[config.mk]
export PLATFORM = sky130hd
export DESIGN_NAME = ittd_timer_pair
export DESIGN_NICKNAME = d
export VERILOG_FILES = /design/src/ittd_pkg.sv /design/src/ittd_edge_sync.sv /design/src/ittd_timer_pair.sv
export SDC_FILE = /design/constraint.sdc
export NUM_CORES = 1
export LEC_CHECK = 0
export ABC_AREA = 0
export BUFFER_PORTS_ARGS = -buffer_cell sky130_fd_sc_hd__buf_2
export CORE_AREA = 2 2 97 99
export DETAILED_ROUTE_END_ITERATION = 10
export DIE_AREA = 0 0 99 101
export GPL_TIMING_DRIVEN = 0
export PLACE_DENSITY = 0.85
export SYNTH_ARGS = -nofsm -noshare
export SYNTH_HDL_FRONTEND = slang
export SYNTH_SLANG_ARGS = --single-unit
[constraint.sdc]
create_clock -name clk -period 3.6 [get_ports clk]
set_input_delay 0.18 -clock clk [delete_from_list [all_inputs] [get_ports clk]]
set_output_delay 0.18 -clock clk [all_outputs]
set_load 0.1 [all_outputs]
[src/ittd_pkg.sv]
// Purpose: shared constants for the infrared capture / transmit timer pair
// Assumes: 8-bit register port into the timer register bank, one clock
// Notes: offsets are register indexes within the bank
package ittd_pkg;

   // register offsets within the timer bank
   localparam logic [3:0] ADDR_NARROW_CTRL = 4'h0; // narrow_timer_control
   localparam logic [3:0] ADDR_COMMON_CTRL = 4'h1; // common_timer_control
   localparam logic [3:0] ADDR_WIDE_CTRL = 4'h2; // wide_timer_control
   localparam logic [3:0] ADDR_RELOAD_LO = 4'h6; // wide_reload_low_byte
   localparam logic [3:0] ADDR_RELOAD_HI = 4'h7; // wide_reload_high_byte
   localparam logic [3:0] ADDR_WCAP_LO = 4'h8; // wide_capture_low_byte
   localparam logic [3:0] ADDR_WCAP_HI = 4'h9; // wide_capture_high_byte
   localparam logic [3:0] ADDR_NCAP_LO = 4'ha; // narrow_capture_low
   localparam logic [3:0] ADDR_NCAP_HI = 4'hb; // narrow_capture_high

   // narrow and wide control field positions
   localparam int CTL_ENABLE = 0; // timer enable
   localparam int CTL_TOUT_IE = 1; // timeout interrupt enable
   localparam int CTL_CAP_IE = 2; // capture interrupt enable
   localparam int CTL_MODULO = 3; // wide: 1 modulo-n, 0 single-pass
   localparam int CTL_DEMOD = 4; // wide: demodulation mode
   localparam int CTL_TOUT_ST = 5; // timeout status, write one to clear

   // common control field positions
   localparam int COM_INIT = 0; // initial output level on write
   localparam int COM_FALL_ST = 0; // falling edge status on read
   localparam int COM_RISE_ST = 1; // rising edge status on read
   localparam int COM_FORCE_LO = 2; // force field low bit
   localparam int COM_FORCE_HI = 3; // force field high bit
   localparam int COM_EDGE_LO = 4; // edge select low bit
   localparam int COM_EDGE_HI = 5; // edge select high bit

   // field encodings
   localparam logic [1:0] FORCE_ZERO = 2'h2; // output held at 0
   localparam logic [1:0] FORCE_ONE = 2'h3; // output held at 1
   localparam logic [1:0] EDGE_RISE = 2'h1; // rising edges only
   localparam logic [1:0] EDGE_FALL = 2'h2; // falling edges only
   localparam logic [1:0] EDGE_BOTH = 2'h3; // both edges

   // reset and reload values
   localparam logic [7:0] CTRL_RESET = 8'h00; // all control registers
   localparam logic [7:0] NARROW_TOP = 8'hff; // narrow reload value
   localparam logic [15:0] WIDE_TOP = 16'hffff; // wide demod reload value

   // wide timer sequencer, one-hot
   typedef enum logic [4:0] {
      WS_IDLE = 5'h01, // disabled
      WS_TX_RUN = 5'h02, // transmit counting
      WS_TX_DONE = 5'h04, // single-pass finished
      WS_DM_ARM = 5'h08, // demod, waiting first edge
      WS_DM_RUN = 5'h10 // demod, measuring
   } ittd_wide_state_t;

endpackage

[src/ittd_edge_sync.sv]
// Purpose: bring the modulated input into the clock domain and find edges
// Assumes: input is asynchronous to clk
// Notes: a change counts once the second and third stages agree
module ittd_edge_sync (
   // clock and reset
   input wire logic clk,
   input wire logic reset,
   // raw pin
   input wire logic pin_in,
   // synchronised level and edge pulses
   output logic level,
   output logic rise,
   output logic fall
);

   logic s1_r; // first stage, read only by s2
   logic s2_r; // second stage
   logic s3_r; // third stage

   // three-stage synchroniser
   always_ff @(posedge clk) begin
      if (reset) begin
         s1_r <= 1'b0;
         s2_r <= 1'b0;
         s3_r <= 1'b0;
      end else begin
         s1_r <= pin_in;
         s2_r <= s1_r;
         s3_r <= s2_r;
      end
   end

   // accepted level and its edges
   always_ff @(posedge clk) begin
      if (reset) begin
         level <= 1'b0;
         rise <= 1'b0;
         fall <= 1'b0;
      end else begin
         rise <= 1'b0;
         fall <= 1'b0;
         // take the new value only when stages two and three agree
         if (s2_r == s3_r && s3_r != level) begin
            level <= s3_r;
            rise <= s3_r;
            fall <= ~s3_r;
         end
      end
   end

endmodule

[src/ittd_timer_pair.sv]
// Purpose: narrow demodulation timer and wide transmit/demodulation timer
// Assumes: register port in the timer bank, counters step every clock
// Notes: read data appears one clock after the read strobe
module ittd_timer_pair (
   // clock and reset
   input wire logic clk,
   input wire logic reset,
   // register port
   input wire logic [3:0] reg_addr,
   input wire logic [7:0] reg_wdata,
   input wire logic reg_wr,
   input wire logic reg_rd,
   output logic [7:0] reg_rdata,
   // link pins
   input wire logic ir_in,
   output logic wide_timer_output,
   // interrupt requests
   output logic narrow_irq,
   output logic wide_irq
);

   // registers written by software
   logic [7:0] narrow_ctrl_r; // enable and interrupt enables
   logic [7:0] common_ctrl_r; // force, edge select; bits 1:0 unused
   logic [7:0] wide_ctrl_r; // enable, enables, mode bits
   logic init_level_r; // initial output level
   logic [7:0] reload_lo_r; // wide_reload_low_byte
   logic [7:0] reload_hi_r; // wide_reload_high_byte
   // status flags
   logic narrow_tout_r; // narrow timeout
   logic wide_tout_r; // wide timeout
   logic edge_rise_r; // edge status, rising
   logic edge_fall_r; // edge status, falling
   // counters and captures
   logic [7:0] narrow_count_r; // narrow down-counter
   logic [15:0] wide_count_r; // wide down-counter
   logic [7:0] ncap_lo_r; // narrow_capture_low
   logic [7:0] ncap_hi_r; // narrow_capture_high
   logic [15:0] wcap_r; // wide capture pair
   ittd_pkg::ittd_wide_state_t wstate_r; // wide sequencer
   logic wide_en_r; // enable seen last cycle
   // synchronised input
   logic in_level; // accepted input level
   logic in_rise; // rising edge pulse
   logic in_fall; // falling edge pulse
   // decoded strobes
   logic wr_narrow; // write to narrow control
   logic wr_common; // write to common control
   logic wr_wide; // write to wide control
   logic narrow_cap; // narrow capture event
   logic narrow_zero; // narrow timeout event
   logic wide_sel_edge; // selected edge for wide demod
   logic wide_cap; // wide capture event
   logic wide_zero; // wide reaches zero
   logic wide_start; // rising enable
   logic [15:0] reload_val; // reload pair as one count

   // edge finder on the modulated input
   ittd_edge_sync u_sync (
      .clk(clk),
      .reset(reset),
      .pin_in(ir_in),
      .level(in_level),
      .rise(in_rise),
      .fall(in_fall)
   );

   // true when an edge matches the select field
   function automatic logic edge_match(input logic [1:0] sel, input logic r, input logic f);
      case (sel)
         ittd_pkg::EDGE_RISE: edge_match = r;
         ittd_pkg::EDGE_FALL: edge_match = f;
         ittd_pkg::EDGE_BOTH: edge_match = r | f;
         default: edge_match = 1'b0;
      endcase
   endfunction

   // write-one-to-clear flag with set winning over clear
   function automatic logic sticky(input logic cur, input logic set, input logic clr);
      sticky = set | (cur & ~clr);
   endfunction

   // write decodes
   assign wr_narrow = reg_wr && reg_addr == ittd_pkg::ADDR_NARROW_CTRL;
   assign wr_common = reg_wr && reg_addr == ittd_pkg::ADDR_COMMON_CTRL;
   assign wr_wide = reg_wr && reg_addr == ittd_pkg::ADDR_WIDE_CTRL;
   assign reload_val = {reload_hi_r, reload_lo_r}; // high byte times 256 plus low byte

   // narrow timer events
   assign narrow_cap = narrow_ctrl_r[ittd_pkg::CTL_ENABLE] & (in_rise | in_fall);
   assign narrow_zero = narrow_ctrl_r[ittd_pkg::CTL_ENABLE] & ~narrow_cap & narrow_count_r == 8'h00;

   // wide timer events
   assign wide_start = wide_ctrl_r[ittd_pkg::CTL_ENABLE] & ~wide_en_r;
   assign wide_sel_edge = edge_match(common_ctrl_r[ittd_pkg::COM_EDGE_HI:ittd_pkg::COM_EDGE_LO], in_rise, in_fall);
   assign wide_cap = wstate_r == ittd_pkg::WS_DM_RUN && wide_sel_edge;
   // reaching zero is a step from one; zero itself wraps quietly
   assign wide_zero = (wstate_r == ittd_pkg::WS_TX_RUN || wstate_r == ittd_pkg::WS_DM_RUN) && !wide_cap
      && wide_count_r == 16'h0001;

   // software control registers
   always_ff @(posedge clk) begin
      if (reset) begin
         narrow_ctrl_r <= ittd_pkg::CTRL_RESET;
         common_ctrl_r <= ittd_pkg::CTRL_RESET;
         wide_ctrl_r <= ittd_pkg::CTRL_RESET;
         init_level_r <= 1'b0;
      end else begin
         // status bit positions are held elsewhere, kept zero here
         if (wr_narrow) begin
            narrow_ctrl_r <= reg_wdata & ~(8'h01 << ittd_pkg::CTL_TOUT_ST);
         end
         if (wr_common) begin
            common_ctrl_r <= reg_wdata & 8'hfc;
            init_level_r <= reg_wdata[ittd_pkg::COM_INIT];
         end
         if (wr_wide) begin
            wide_ctrl_r <= reg_wdata & ~(8'h01 << ittd_pkg::CTL_TOUT_ST);
         end
      end
   end

   // reload bytes, free to write at any time
   always_ff @(posedge clk) begin
      if (reset) begin
         reload_lo_r <= 8'h00;
         reload_hi_r <= 8'h00;
      end else if (reg_wr) begin
         // only copied into the counter at a load
         if (reg_addr == ittd_pkg::ADDR_RELOAD_LO) begin
            reload_lo_r <= reg_wdata;
         end
         if (reg_addr == ittd_pkg::ADDR_RELOAD_HI) begin
            reload_hi_r <= reg_wdata;
         end
      end
   end

   // sticky status flags
   always_ff @(posedge clk) begin
      if (reset) begin
         narrow_tout_r <= 1'b0;
         wide_tout_r <= 1'b0;
         edge_rise_r <= 1'b0;
         edge_fall_r <= 1'b0;
      end else begin
         narrow_tout_r <= sticky(narrow_tout_r, narrow_zero, wr_narrow & reg_wdata[ittd_pkg::CTL_TOUT_ST]);
         wide_tout_r <= sticky(wide_tout_r, wide_zero, wr_wide & reg_wdata[ittd_pkg::CTL_TOUT_ST]);
         // either timer's capture marks the edge that caused it
         edge_rise_r <= sticky(edge_rise_r, (narrow_cap | wide_cap) & in_rise,
            wr_common & reg_wdata[ittd_pkg::COM_RISE_ST]);
         edge_fall_r <= sticky(edge_fall_r, (narrow_cap | wide_cap) & in_fall,
            wr_common & reg_wdata[ittd_pkg::COM_FALL_ST]);
      end
   end

   // narrow timer: count down, capture on edges
   always_ff @(posedge clk) begin
      if (reset) begin
         narrow_count_r <= ittd_pkg::NARROW_TOP;
         ncap_lo_r <= 8'h00;
         ncap_hi_r <= 8'h00;
      end else if (!narrow_ctrl_r[ittd_pkg::CTL_ENABLE]) begin
         narrow_count_r <= ittd_pkg::NARROW_TOP;
      end else if (narrow_cap) begin
         // elapsed counts since last reload
         if (in_rise) begin
            ncap_lo_r <= ~narrow_count_r; // low phase just ended
         end else begin
            ncap_hi_r <= ~narrow_count_r; // high phase just ended
         end
         narrow_count_r <= ittd_pkg::NARROW_TOP;
      end else if (narrow_zero) begin
         narrow_count_r <= ittd_pkg::NARROW_TOP;
      end else begin
         narrow_count_r <= narrow_count_r - 8'h01;
      end
   end

   // wide timer sequencer and counter
   always_ff @(posedge clk) begin
      if (reset) begin
         wstate_r <= ittd_pkg::WS_IDLE;
         wide_count_r <= 16'h0000;
         wcap_r <= 16'h0000;
         wide_en_r <= 1'b0;
      end else begin
         wide_en_r <= wide_ctrl_r[ittd_pkg::CTL_ENABLE];
         if (!wide_ctrl_r[ittd_pkg::CTL_ENABLE]) begin
            wstate_r <= ittd_pkg::WS_IDLE;
         end else if (wide_start) begin
            // enable edge picks the mode
            if (wide_ctrl_r[ittd_pkg::CTL_DEMOD]) begin
               wstate_r <= ittd_pkg::WS_DM_ARM;
            end else begin
               wstate_r <= ittd_pkg::WS_TX_RUN;
               wide_count_r <= reload_val;
            end
         end else begin
            case (wstate_r)
               ittd_pkg::WS_TX_RUN: begin
                  if (wide_zero) begin
                     if (wide_ctrl_r[ittd_pkg::CTL_MODULO]) begin
                        wide_count_r <= reload_val;
                     end else begin
                        wide_count_r <= 16'h0000;
                        wstate_r <= ittd_pkg::WS_TX_DONE;
                     end
                  end else begin
                     wide_count_r <= wide_count_r - 16'h0001;
                  end
               end
               ittd_pkg::WS_DM_ARM: begin
                  if (wide_sel_edge) begin
                     wcap_r <= ~wide_count_r;
                     wide_count_r <= reload_val;
                     wstate_r <= ittd_pkg::WS_DM_RUN;
                  end
               end
               ittd_pkg::WS_DM_RUN: begin
                  if (wide_cap) begin
                     wcap_r <= ~wide_count_r;
                     wide_count_r <= ittd_pkg::WIDE_TOP;
                  end else if (wide_zero) begin
                     wide_count_r <= ittd_pkg::WIDE_TOP;
                  end else begin
                     wide_count_r <= wide_count_r - 16'h0001;
                  end
               end
               ittd_pkg::WS_TX_DONE: begin
                  wstate_r <= ittd_pkg::WS_TX_DONE;
               end
               default: begin
                  wstate_r <= ittd_pkg::WS_IDLE;
               end
            endcase
         end
      end
   end

   // transmit output pin
   always_ff @(posedge clk) begin
      if (reset) begin
         wide_timer_output <= 1'b1;
      end else if (common_ctrl_r[ittd_pkg::COM_FORCE_HI:ittd_pkg::COM_FORCE_LO] == ittd_pkg::FORCE_ZERO) begin
         wide_timer_output <= 1'b0;
      end else if (common_ctrl_r[ittd_pkg::COM_FORCE_HI:ittd_pkg::COM_FORCE_LO] == ittd_pkg::FORCE_ONE) begin
         wide_timer_output <= 1'b1;
      end else if (!wide_ctrl_r[ittd_pkg::CTL_ENABLE]) begin
         wide_timer_output <= ~init_level_r;
      end else if (wide_start && !wide_ctrl_r[ittd_pkg::CTL_DEMOD]) begin
         wide_timer_output <= init_level_r;
      end else if (wide_zero && wstate_r == ittd_pkg::WS_TX_RUN) begin
         wide_timer_output <= ~wide_timer_output;
      end
   end

   // interrupt requests follow status and enables
   always_ff @(posedge clk) begin
      if (reset) begin
         narrow_irq <= 1'b0;
         wide_irq <= 1'b0;
      end else begin
         narrow_irq <= (narrow_tout_r & narrow_ctrl_r[ittd_pkg::CTL_TOUT_IE])
            | ((edge_rise_r | edge_fall_r) & narrow_ctrl_r[ittd_pkg::CTL_CAP_IE]);
         wide_irq <= (wide_tout_r & wide_ctrl_r[ittd_pkg::CTL_TOUT_IE])
            | ((edge_rise_r | edge_fall_r) & wide_ctrl_r[ittd_pkg::CTL_CAP_IE]);
      end
   end

   // read port, data one clock after the strobe
   always_ff @(posedge clk) begin
      if (reset) begin
         reg_rdata <= 8'h00;
      end else if (reg_rd) begin
         case (reg_addr)
            ittd_pkg::ADDR_NARROW_CTRL: reg_rdata <= narrow_ctrl_r | ({7'h00, narrow_tout_r} << ittd_pkg::CTL_TOUT_ST);
            ittd_pkg::ADDR_COMMON_CTRL: reg_rdata <= {common_ctrl_r[7:2], edge_rise_r, edge_fall_r};
            ittd_pkg::ADDR_WIDE_CTRL: reg_rdata <= wide_ctrl_r | ({7'h00, wide_tout_r} << ittd_pkg::CTL_TOUT_ST);
            ittd_pkg::ADDR_RELOAD_LO: reg_rdata <= reload_lo_r;
            ittd_pkg::ADDR_RELOAD_HI: reg_rdata <= reload_hi_r;
            ittd_pkg::ADDR_WCAP_LO: reg_rdata <= wcap_r[7:0];
            ittd_pkg::ADDR_WCAP_HI: reg_rdata <= wcap_r[15:8];
            ittd_pkg::ADDR_NCAP_LO: reg_rdata <= ncap_lo_r;
            ittd_pkg::ADDR_NCAP_HI: reg_rdata <= ncap_hi_r;
            default: reg_rdata <= 8'h00;
         endcase
      end
   end
endmodule

==> reports/results.txt, run 1 <==
run status: complete, no violations
unrepaired setup endpoints after global routing: false
final antenna-violating net count: 0
number of clock sinks: 120
wirelength, routed: 18.6 mm
Avg Inst Size Synth: 8.57 µm²
total clock buffers created by CTS: 17
leakage power of the design: 2.53 nW
clock latency on the worst-skew pair: 0.52 ns
width of the chip: 99 µm
combined area of all synthesized cells: 5790 µm²
Pwr Density: 473 nW/µm²
Top Ports: 28
sum of negative setup slack: 0 ns
worst-path fanout max: 10
portion of total power attributed to combinational logic: 4.6%
DRC marker count from the first detailed-route iteration: 488
Detailed Routing Iterations Pass 1: 5
DRC Markers: 0
Seq/Total Area, Yosys: 41.5%
headroom to the max-slew limit: 21.6%
required time at the worst-slack endpoint: 4.01 ns
Final Setup Violations: 0
CTS Root Cell: sky130_fd_sc_hd__clkbuf_8
synthesis-stage register bit count: 120
register share of total power: 42.3%
final core area utilization: 74.9%
clock input transition at the sequential cells of the worst setup and hold paths: 0.06 ns
Std-Cell Rows: 35
Bufs on Longest Clock Path: 2
reg-to-reg setup timing slack: 0.69 ns
routed via count: 5665
Setup crit end kind: flop
slew of the pin with the lowest slew margin: 1.17 ns
CP Launch Type: flop
number of enable flip-flop cells after synthesis: 0
Hold Path Class: in -> reg
antenna violations before repair: 0
initial core utilization: 64.5%
gpl congestion: 1.03
vias in the first global route: 5440
share of synthesized registers carrying an async set or reset: 0%
NetSw: 777 µW
Post-synth top flop: sky130_fd_sc_hd__dfxtp_1
syn_nets: 696
share of the clock period used by the worst path: 80.7%
Peak Freq: 0.344 GHz
setup clock skew after layout: 0.00949 ns
number of H-tree branching levels: 4
time the worst path needs with I/O delays and setup: 2.91 ns
max-slew violation count: 0
final net count: 748
dpl ws: 0.822 ns
maxcap violations: 0
arrival time of data at the critical path endpoint: 3.32 ns
total congestion overflow after global routing: 0
internal power contribution: 2.41 mW
full die area: 10000 µm²
wire length of the first global-routing pass: 29.5 mm
ratio of routed vias to standard cells: 6.65
part of the total power dissipated in the clock network: 53.0%
die height: 101 µm
ant diodes: 0
fraction of layout instances using a drive strength above 1: 10.5%
count of different cell masters after synthesis: 58
area growth from synthesis to final layout: 16.1%
final setup margin: 0.693 ns
final hold slack: 0.0186 ns
standard cell core area: 8980 µm²
IO buf count: 25
maximum number of pins on one net before global-route repair: 17
GR Util All Layers: 38.2%
post-synthesis cell count: 676
peak supply drop: 437 µV
share of total power consumed by net switching: 24.4%
TritonCTS clock tree: yes
final number of hold-violating endpoints: 0
count of cells resized by post-cts repair: 0
detailed placement HPWL: 13.3 mm
WL/cell: 21.8 µm
Setup Crit Path Kind: reg -> reg
Synth warnings: 0
[state kept, by name, indices dropped and copies added, names as in the netlist, 5 cells and up]
| name | count |
|---|---|
| narrow_count_r | 8 |
| ncap_hi_r | 8 |
| narrow_ctrl_r | 7 |
| wstate_r | 5 |
| reg_rdata | 8 |
| ncap_lo_r | 8 |
| common_ctrl_r | 6 |
| reload_hi_r | 8 |
| wcap_r | 16 |
| wide_ctrl_r | 7 |
| reload_lo_r | 8 |
| wide_count_r | 16 |
[per-stage QoR]
step                      cell area (µm²)  instances  power (mW)
after detailed placement             6060        812        1.51
after global routing                 6720        852        3.25
final                                6720        852        3.18
after CTS                            6720        852        3.17
after global placement               6060        812        1.51
after floorplan                      5790        676        1.46
[power groups by stage]
| stage | clock network, mW | registers (mW) | logic (mW) |
|---|---|---|---|
| 2_1_floorplan | 0 | 1.38 | 0.0747 |
| 3_3_place_gp | 0 | 1.38 | 0.134 |
| 3_5_place_dp | 0 | 1.38 | 0.136 |
| 4_1_cts | 1.68 | 1.35 | 0.143 |
| 5_1_grt | 1.74 | 1.35 | 0.155 |
| 6_report | 1.69 | 1.35 | 0.147 |
[per-layer routing]
metal	GRT usage, %	vias up	share of wire [%]
met5	0	-	0
met2	63.7	329	48
met4	18.9	0	5.4
met3	7.28	78	8.5
li1	-	2562	-
met1	47.4	2696	39
[synthesized netlist by cell type (15+ instances only)]
cell type	count	share of area (%)
sky130_fd_sc_hd__a211oi_1	33	4.3
sky130_fd_sc_hd__a21oi_1	29	2.5
sky130_fd_sc_hd__a32o_1	17	2.9
sky130_fd_sc_hd__clkbuf_1	34	2.2
sky130_fd_sc_hd__dfxtp_1	120	41
sky130_fd_sc_hd__inv_1	15	0.97
sky130_fd_sc_hd__mux2i_1	29	5.0
sky130_fd_sc_hd__nand2_1	91	5.9
sky130_fd_sc_hd__nand3_1	26	2.2
sky130_fd_sc_hd__nand4_1	17	1.8
sky130_fd_sc_hd__nor2_1	73	4.7
sky130_fd_sc_hd__nor2b_1	15	1.6
sky130_fd_sc_hd__o21a_1	16	2.1
sky130_fd_sc_hd__xor2_1	16	2.4
[logic make-up (layout without fill, tap and decap cells)]
group           after synthesis  after routing  synth area share (%)
fa+ha+maj                     3              3                 0.648
compound gates              158            158                  20.6
flops                       120            120                  41.5
xor+xnor                     20             20                  3.02
mux                          37             37                  6.96
buf+inv                      59            124                  4.17
simple gates                279            279                  23.2
[worst max-delay path, cell delays in order (launching register included)]
cell,delay [ns]
sky130_fd_sc_hd__dfxtp_1,0.49
sky130_fd_sc_hd__inv_1,0.15
sky130_fd_sc_hd__ha_1,0.20
sky130_fd_sc_hd__nor3b_1,0.14
sky130_fd_sc_hd__nand4_1,0.25
sky130_fd_sc_hd__or3_1,0.16
sky130_fd_sc_hd__clkbuf_1,0.36
sky130_fd_sc_hd__clkbuf_1,0.59
sky130_fd_sc_hd__nand4_1,0.20
sky130_fd_sc_hd__a32o_1,0.28
[layout by cell type (no fill, tap or decap), types with 4 or more instances in the layout]
master	instances
sky130_fd_sc_hd__xnor2_1	4
sky130_fd_sc_hd__mux2_2	6
sky130_fd_sc_hd__and2_1	4
sky130_fd_sc_hd__mux2i_1	29
sky130_fd_sc_hd__nand2_1	91
sky130_fd_sc_hd__nand4_1	17
sky130_fd_sc_hd__a22oi_1	14
sky130_fd_sc_hd__a21oi_1	29
sky130_fd_sc_hd__xor2_1	16
sky130_fd_sc_hd__a221oi_1	9
sky130_fd_sc_hd__o21ai_0	13
sky130_fd_sc_hd__a32o_1	17
sky130_fd_sc_hd__dlygate4sd3_1	8
sky130_fd_sc_hd__nor3b_1	5
sky130_fd_sc_hd__clkinvlp_4	6
sky130_fd_sc_hd__clkbuf_1	34
sky130_fd_sc_hd__nor3_1	12
sky130_fd_sc_hd__buf_1	4
sky130_fd_sc_hd__o31ai_1	5
sky130_fd_sc_hd__a211oi_1	33
sky130_fd_sc_hd__o21a_1	16
sky130_fd_sc_hd__inv_1	15
sky130_fd_sc_hd__buf_2	29
sky130_fd_sc_hd__clkbuf_16	16
sky130_fd_sc_hd__nor2b_1	15
sky130_fd_sc_hd__nand3_1	26
sky130_fd_sc_hd__dfxtp_1	120
sky130_fd_sc_hd__nand2b_1	9
sky130_fd_sc_hd__nor2_1	73
sky130_fd_sc_hd__or3_1	9
sky130_fd_sc_hd__o32ai_1	4
[final timing paths]
| check | from | to | depth (start not counted) |
|---|---|---|---|
| worst min-delay path | reg_wdata[6] | common_ctrl_r[6] | 3 |
| worst max register to register | wide_count_r[1] | wide_count_r[15] | 9 |
| worst min register to register | narrow_count_r[0] | narrow_count_r[0] | 1 |
| worst max-delay path | wide_count_r[1] | wide_count_r[15] | 9 |
[layout make-up]
cell class | instances | area (µm²)
Multi-Input combinational cell | 497 | 3150
Sequential cell | 120 | 2400
Fill cell | 643 | 2250
Clock buffer | 19 | 442
Timing Repair Buffer | 33 | 205
Buffer | 44 | 185
Clock inverter | 13 | 145
Tap cell | 111 | 139
Inverter | 15 | 56.3
[what timing repair did]
action                    in CTS  in global routing
buffers inserted               0                  0
hold buffers                   8                  0
hold endpoints to repair      13                  0
(Power assumes the default switching activity.)
==> run 2, diff against run 1 <==
- CORE_AREA: 2 2 97 99 -> 2 2 106 108
- DIE_AREA: 0 0 99 101 -> 0 0 108 110
- PLACE_DENSITY: 0.85 -> 0.75
- clock period: 3.6 -> 2.65 ns (I/O delays scaled with it)
==> run 2 against run 1 <==
- global-route usage is 5.9 points lower
- utilization is 12 points lower
- fmax is 15% higher
- sequential cell count stayed put
- clock-buffer cell count is 5 higher
- clock power is 34% higher
- highest routed layer unchanged
- design area is 0.86% higher
==> reports/results.txt, run 2 (same netlist as run 1, synthesis figures left out) <==
run status: complete, no violations
Final Setup Violations: 0
max-slew violation count: 0
ant diodes: 0
full die area: 11900 µm²
unrepaired setup endpoints after global routing: false
headroom to the max-slew limit: 11.4%
final number of hold-violating endpoints: 0
total congestion overflow after global routing: 0
Setup Crit Path Kind: reg -> reg
cell count of the worst reg-to-reg path: 8
final core area utilization: 63.4%
number of H-tree branching levels: 4
wirelength, routed: 18.5 mm
total clock buffers created by CTS: 17
Hold Path Class: in -> reg
ratio of routed vias to standard cells: 6.33
DRC Markers: 0
Buf+Inv Stages, Crit Path: 3
most common library cell in the layout ignoring fill and taps: sky130_fd_sc_hd__dfxtp_1
Crit path max-delay family: simple AND/OR/NAND/NOR gates
area growth from synthesis to final layout: 17.1%
Top Ports: 28
Slowest Stage Delay on Critical Path: 0.49 ns
clock input transition at the sequential cells of the worst setup and hold paths: 0.06 ns
cell at the slowest stage of the critical path: sky130_fd_sc_hd__or4b_1
final instance count without filler cells: 881
standard cell core area: 10700 µm²
antenna violations before repair: 0
width of the chip: 108 µm
leakage power of the design: 2.56 nW
GR Util All Layers: 32.2%
number of clock sinks: 120
Pwr Density: 633 nW/µm²
CTS Root Cell: sky130_fd_sc_hd__clkbuf_8
clock latency on the worst-skew pair: 0.54 ns
critical-path cell list: buf_6 > or4b_1 > buf_2 > or3_1 > o21ai_1 > buf_2 > nand2_1 > a32o_1
arrival time of data at the critical path endpoint: 2.94 ns
commonest cells after routing, fill and taps aside: 119 x sky130_fd_sc_hd__dfxtp_1, 91 x sky130_fd_sc_hd__nand2_1, 72 x sky130_fd_sc_hd__nor2_1, 34 x sky130_fd_sc_hd__clkbuf_1, 33 x sky130_fd_sc_hd__a211oi_1
WL/cell: 21.0 µm
most prevalent standard cell on the critical path: sky130_fd_sc_hd__buf_2
Bufs on Longest Clock Path: 2
Peak Freq: 0.397 GHz
wire length of the first global-routing pass: 28.6 mm
vias in the first global route: 5171
final net count: 748
number of instances in the placed design: 841
die height: 110 µm
time the worst path needs with I/O delays and setup: 2.52 ns
maxcap violations: 0
final antenna-violating net count: 0
CP Launch Type: flop
peak supply drop: 520 µV
detailed placement HPWL: 13.2 mm
TritonCTS clock tree: yes
number of stages on the worst hold path: 2
Setup crit end kind: flop
worst-path fanout max: 10
fraction of layout instances using a drive strength above 1: 10.8%
DRC marker count from the first detailed-route iteration: 535
maximum number of pins on one net before global-route repair: 17
depth of the critical timing path with buffers and inverters included: 8
routed via count: 5577
share of the clock period used by the worst path: 95.0%
setup fix buffers added after clock tree synthesis: 0
biggest registers after layout: wcap_r x16, wide_count_r x16
IO buf count: 25
Std-Cell Rows: 38
setup clock skew after layout: 0.00863 ns
sum of negative setup slack: 0 ns
initial core utilization: 54.1%
Detailed Routing Iterations Pass 1: 6
gpl congestion: 0.999
required time at the worst-slack endpoint: 3.08 ns
slew of the pin with the lowest slew margin: 1.33 ns
==> run 2: changes by cell type in the layout (fill, tap and decap cells not counted), sizes merged <==
cell | previous run | this run
inv | 18 | 15
dlygate4sd3 | 8 | 9
clkbuf | 53 | 57
clkinvlp | 6 | 1
clkinv | 2 | 5
==> run 2: through the flow <==
step	instance area (µm²)	power [mW]	hold slack (ns)	worst slack (ns)
after floorplan	5790	1.98	0.261	0.466
after global placement	6090	2.05	0.348	0.00511
after detailed placement	6090	2.06	0.355	0.00218
after CTS	6770	4.30	0.0875	0.0000804
after global routing	6780	4.40	0.129	0.0346
final	6780	4.29	0.117	0.133
==> run 2: report_power, final <==
group	internal [mW]	switching, mW
sequential	1.82	0.0135
clock	1.45	0.802
combinational	0.0578	0.147
total	3.33	0.963
==> run 2: path summary, 6_finish.rpt <==
check	from	to	slack [ns]
hold / removal	reg_rd	reg_rdata[4]	0.12
hold reg to reg	narrow_count_r[0]	narrow_count_r[0]	0.44
setup / recovery	wstate_r[1]	wide_count_r[14]	0.13
setup reg to reg	wstate_r[1]	wide_count_r[14]	0.13
==> run 2: timing repair <==
| item | 4_1_cts | 5_1_grt |
|---|---|---|
| endpoints found under the setup margin | 3 | 15 |
| pin swaps | 0 | 1 |
| resized for setup | 1 | 4 |
| hold buffers | 9 | 0 |
| endpoints found under the hold margin | 38 | 0 |
==> run 2: layer usage <==
layer	track usage (%)	routed length [µm]	share of wire, %
met1	41.2	7610	41
met2	52.2	8670	47
met3	5.88	1510	8.2
met4	17.0	706	3.8
met5	0	0	0
==> run 2: cell type report <==
class / instances / area (µm²)
fill: 945 / 3920
multi-input combinational: 497 / 3160
clock inverter: 8 / 92.6
buffer: 43 / 183
sequential: 120 / 2400
timing repair buffer: 34 / 215
inverter: 15 / 56.3
clock buffer: 24 / 490
tap: 140 / 175
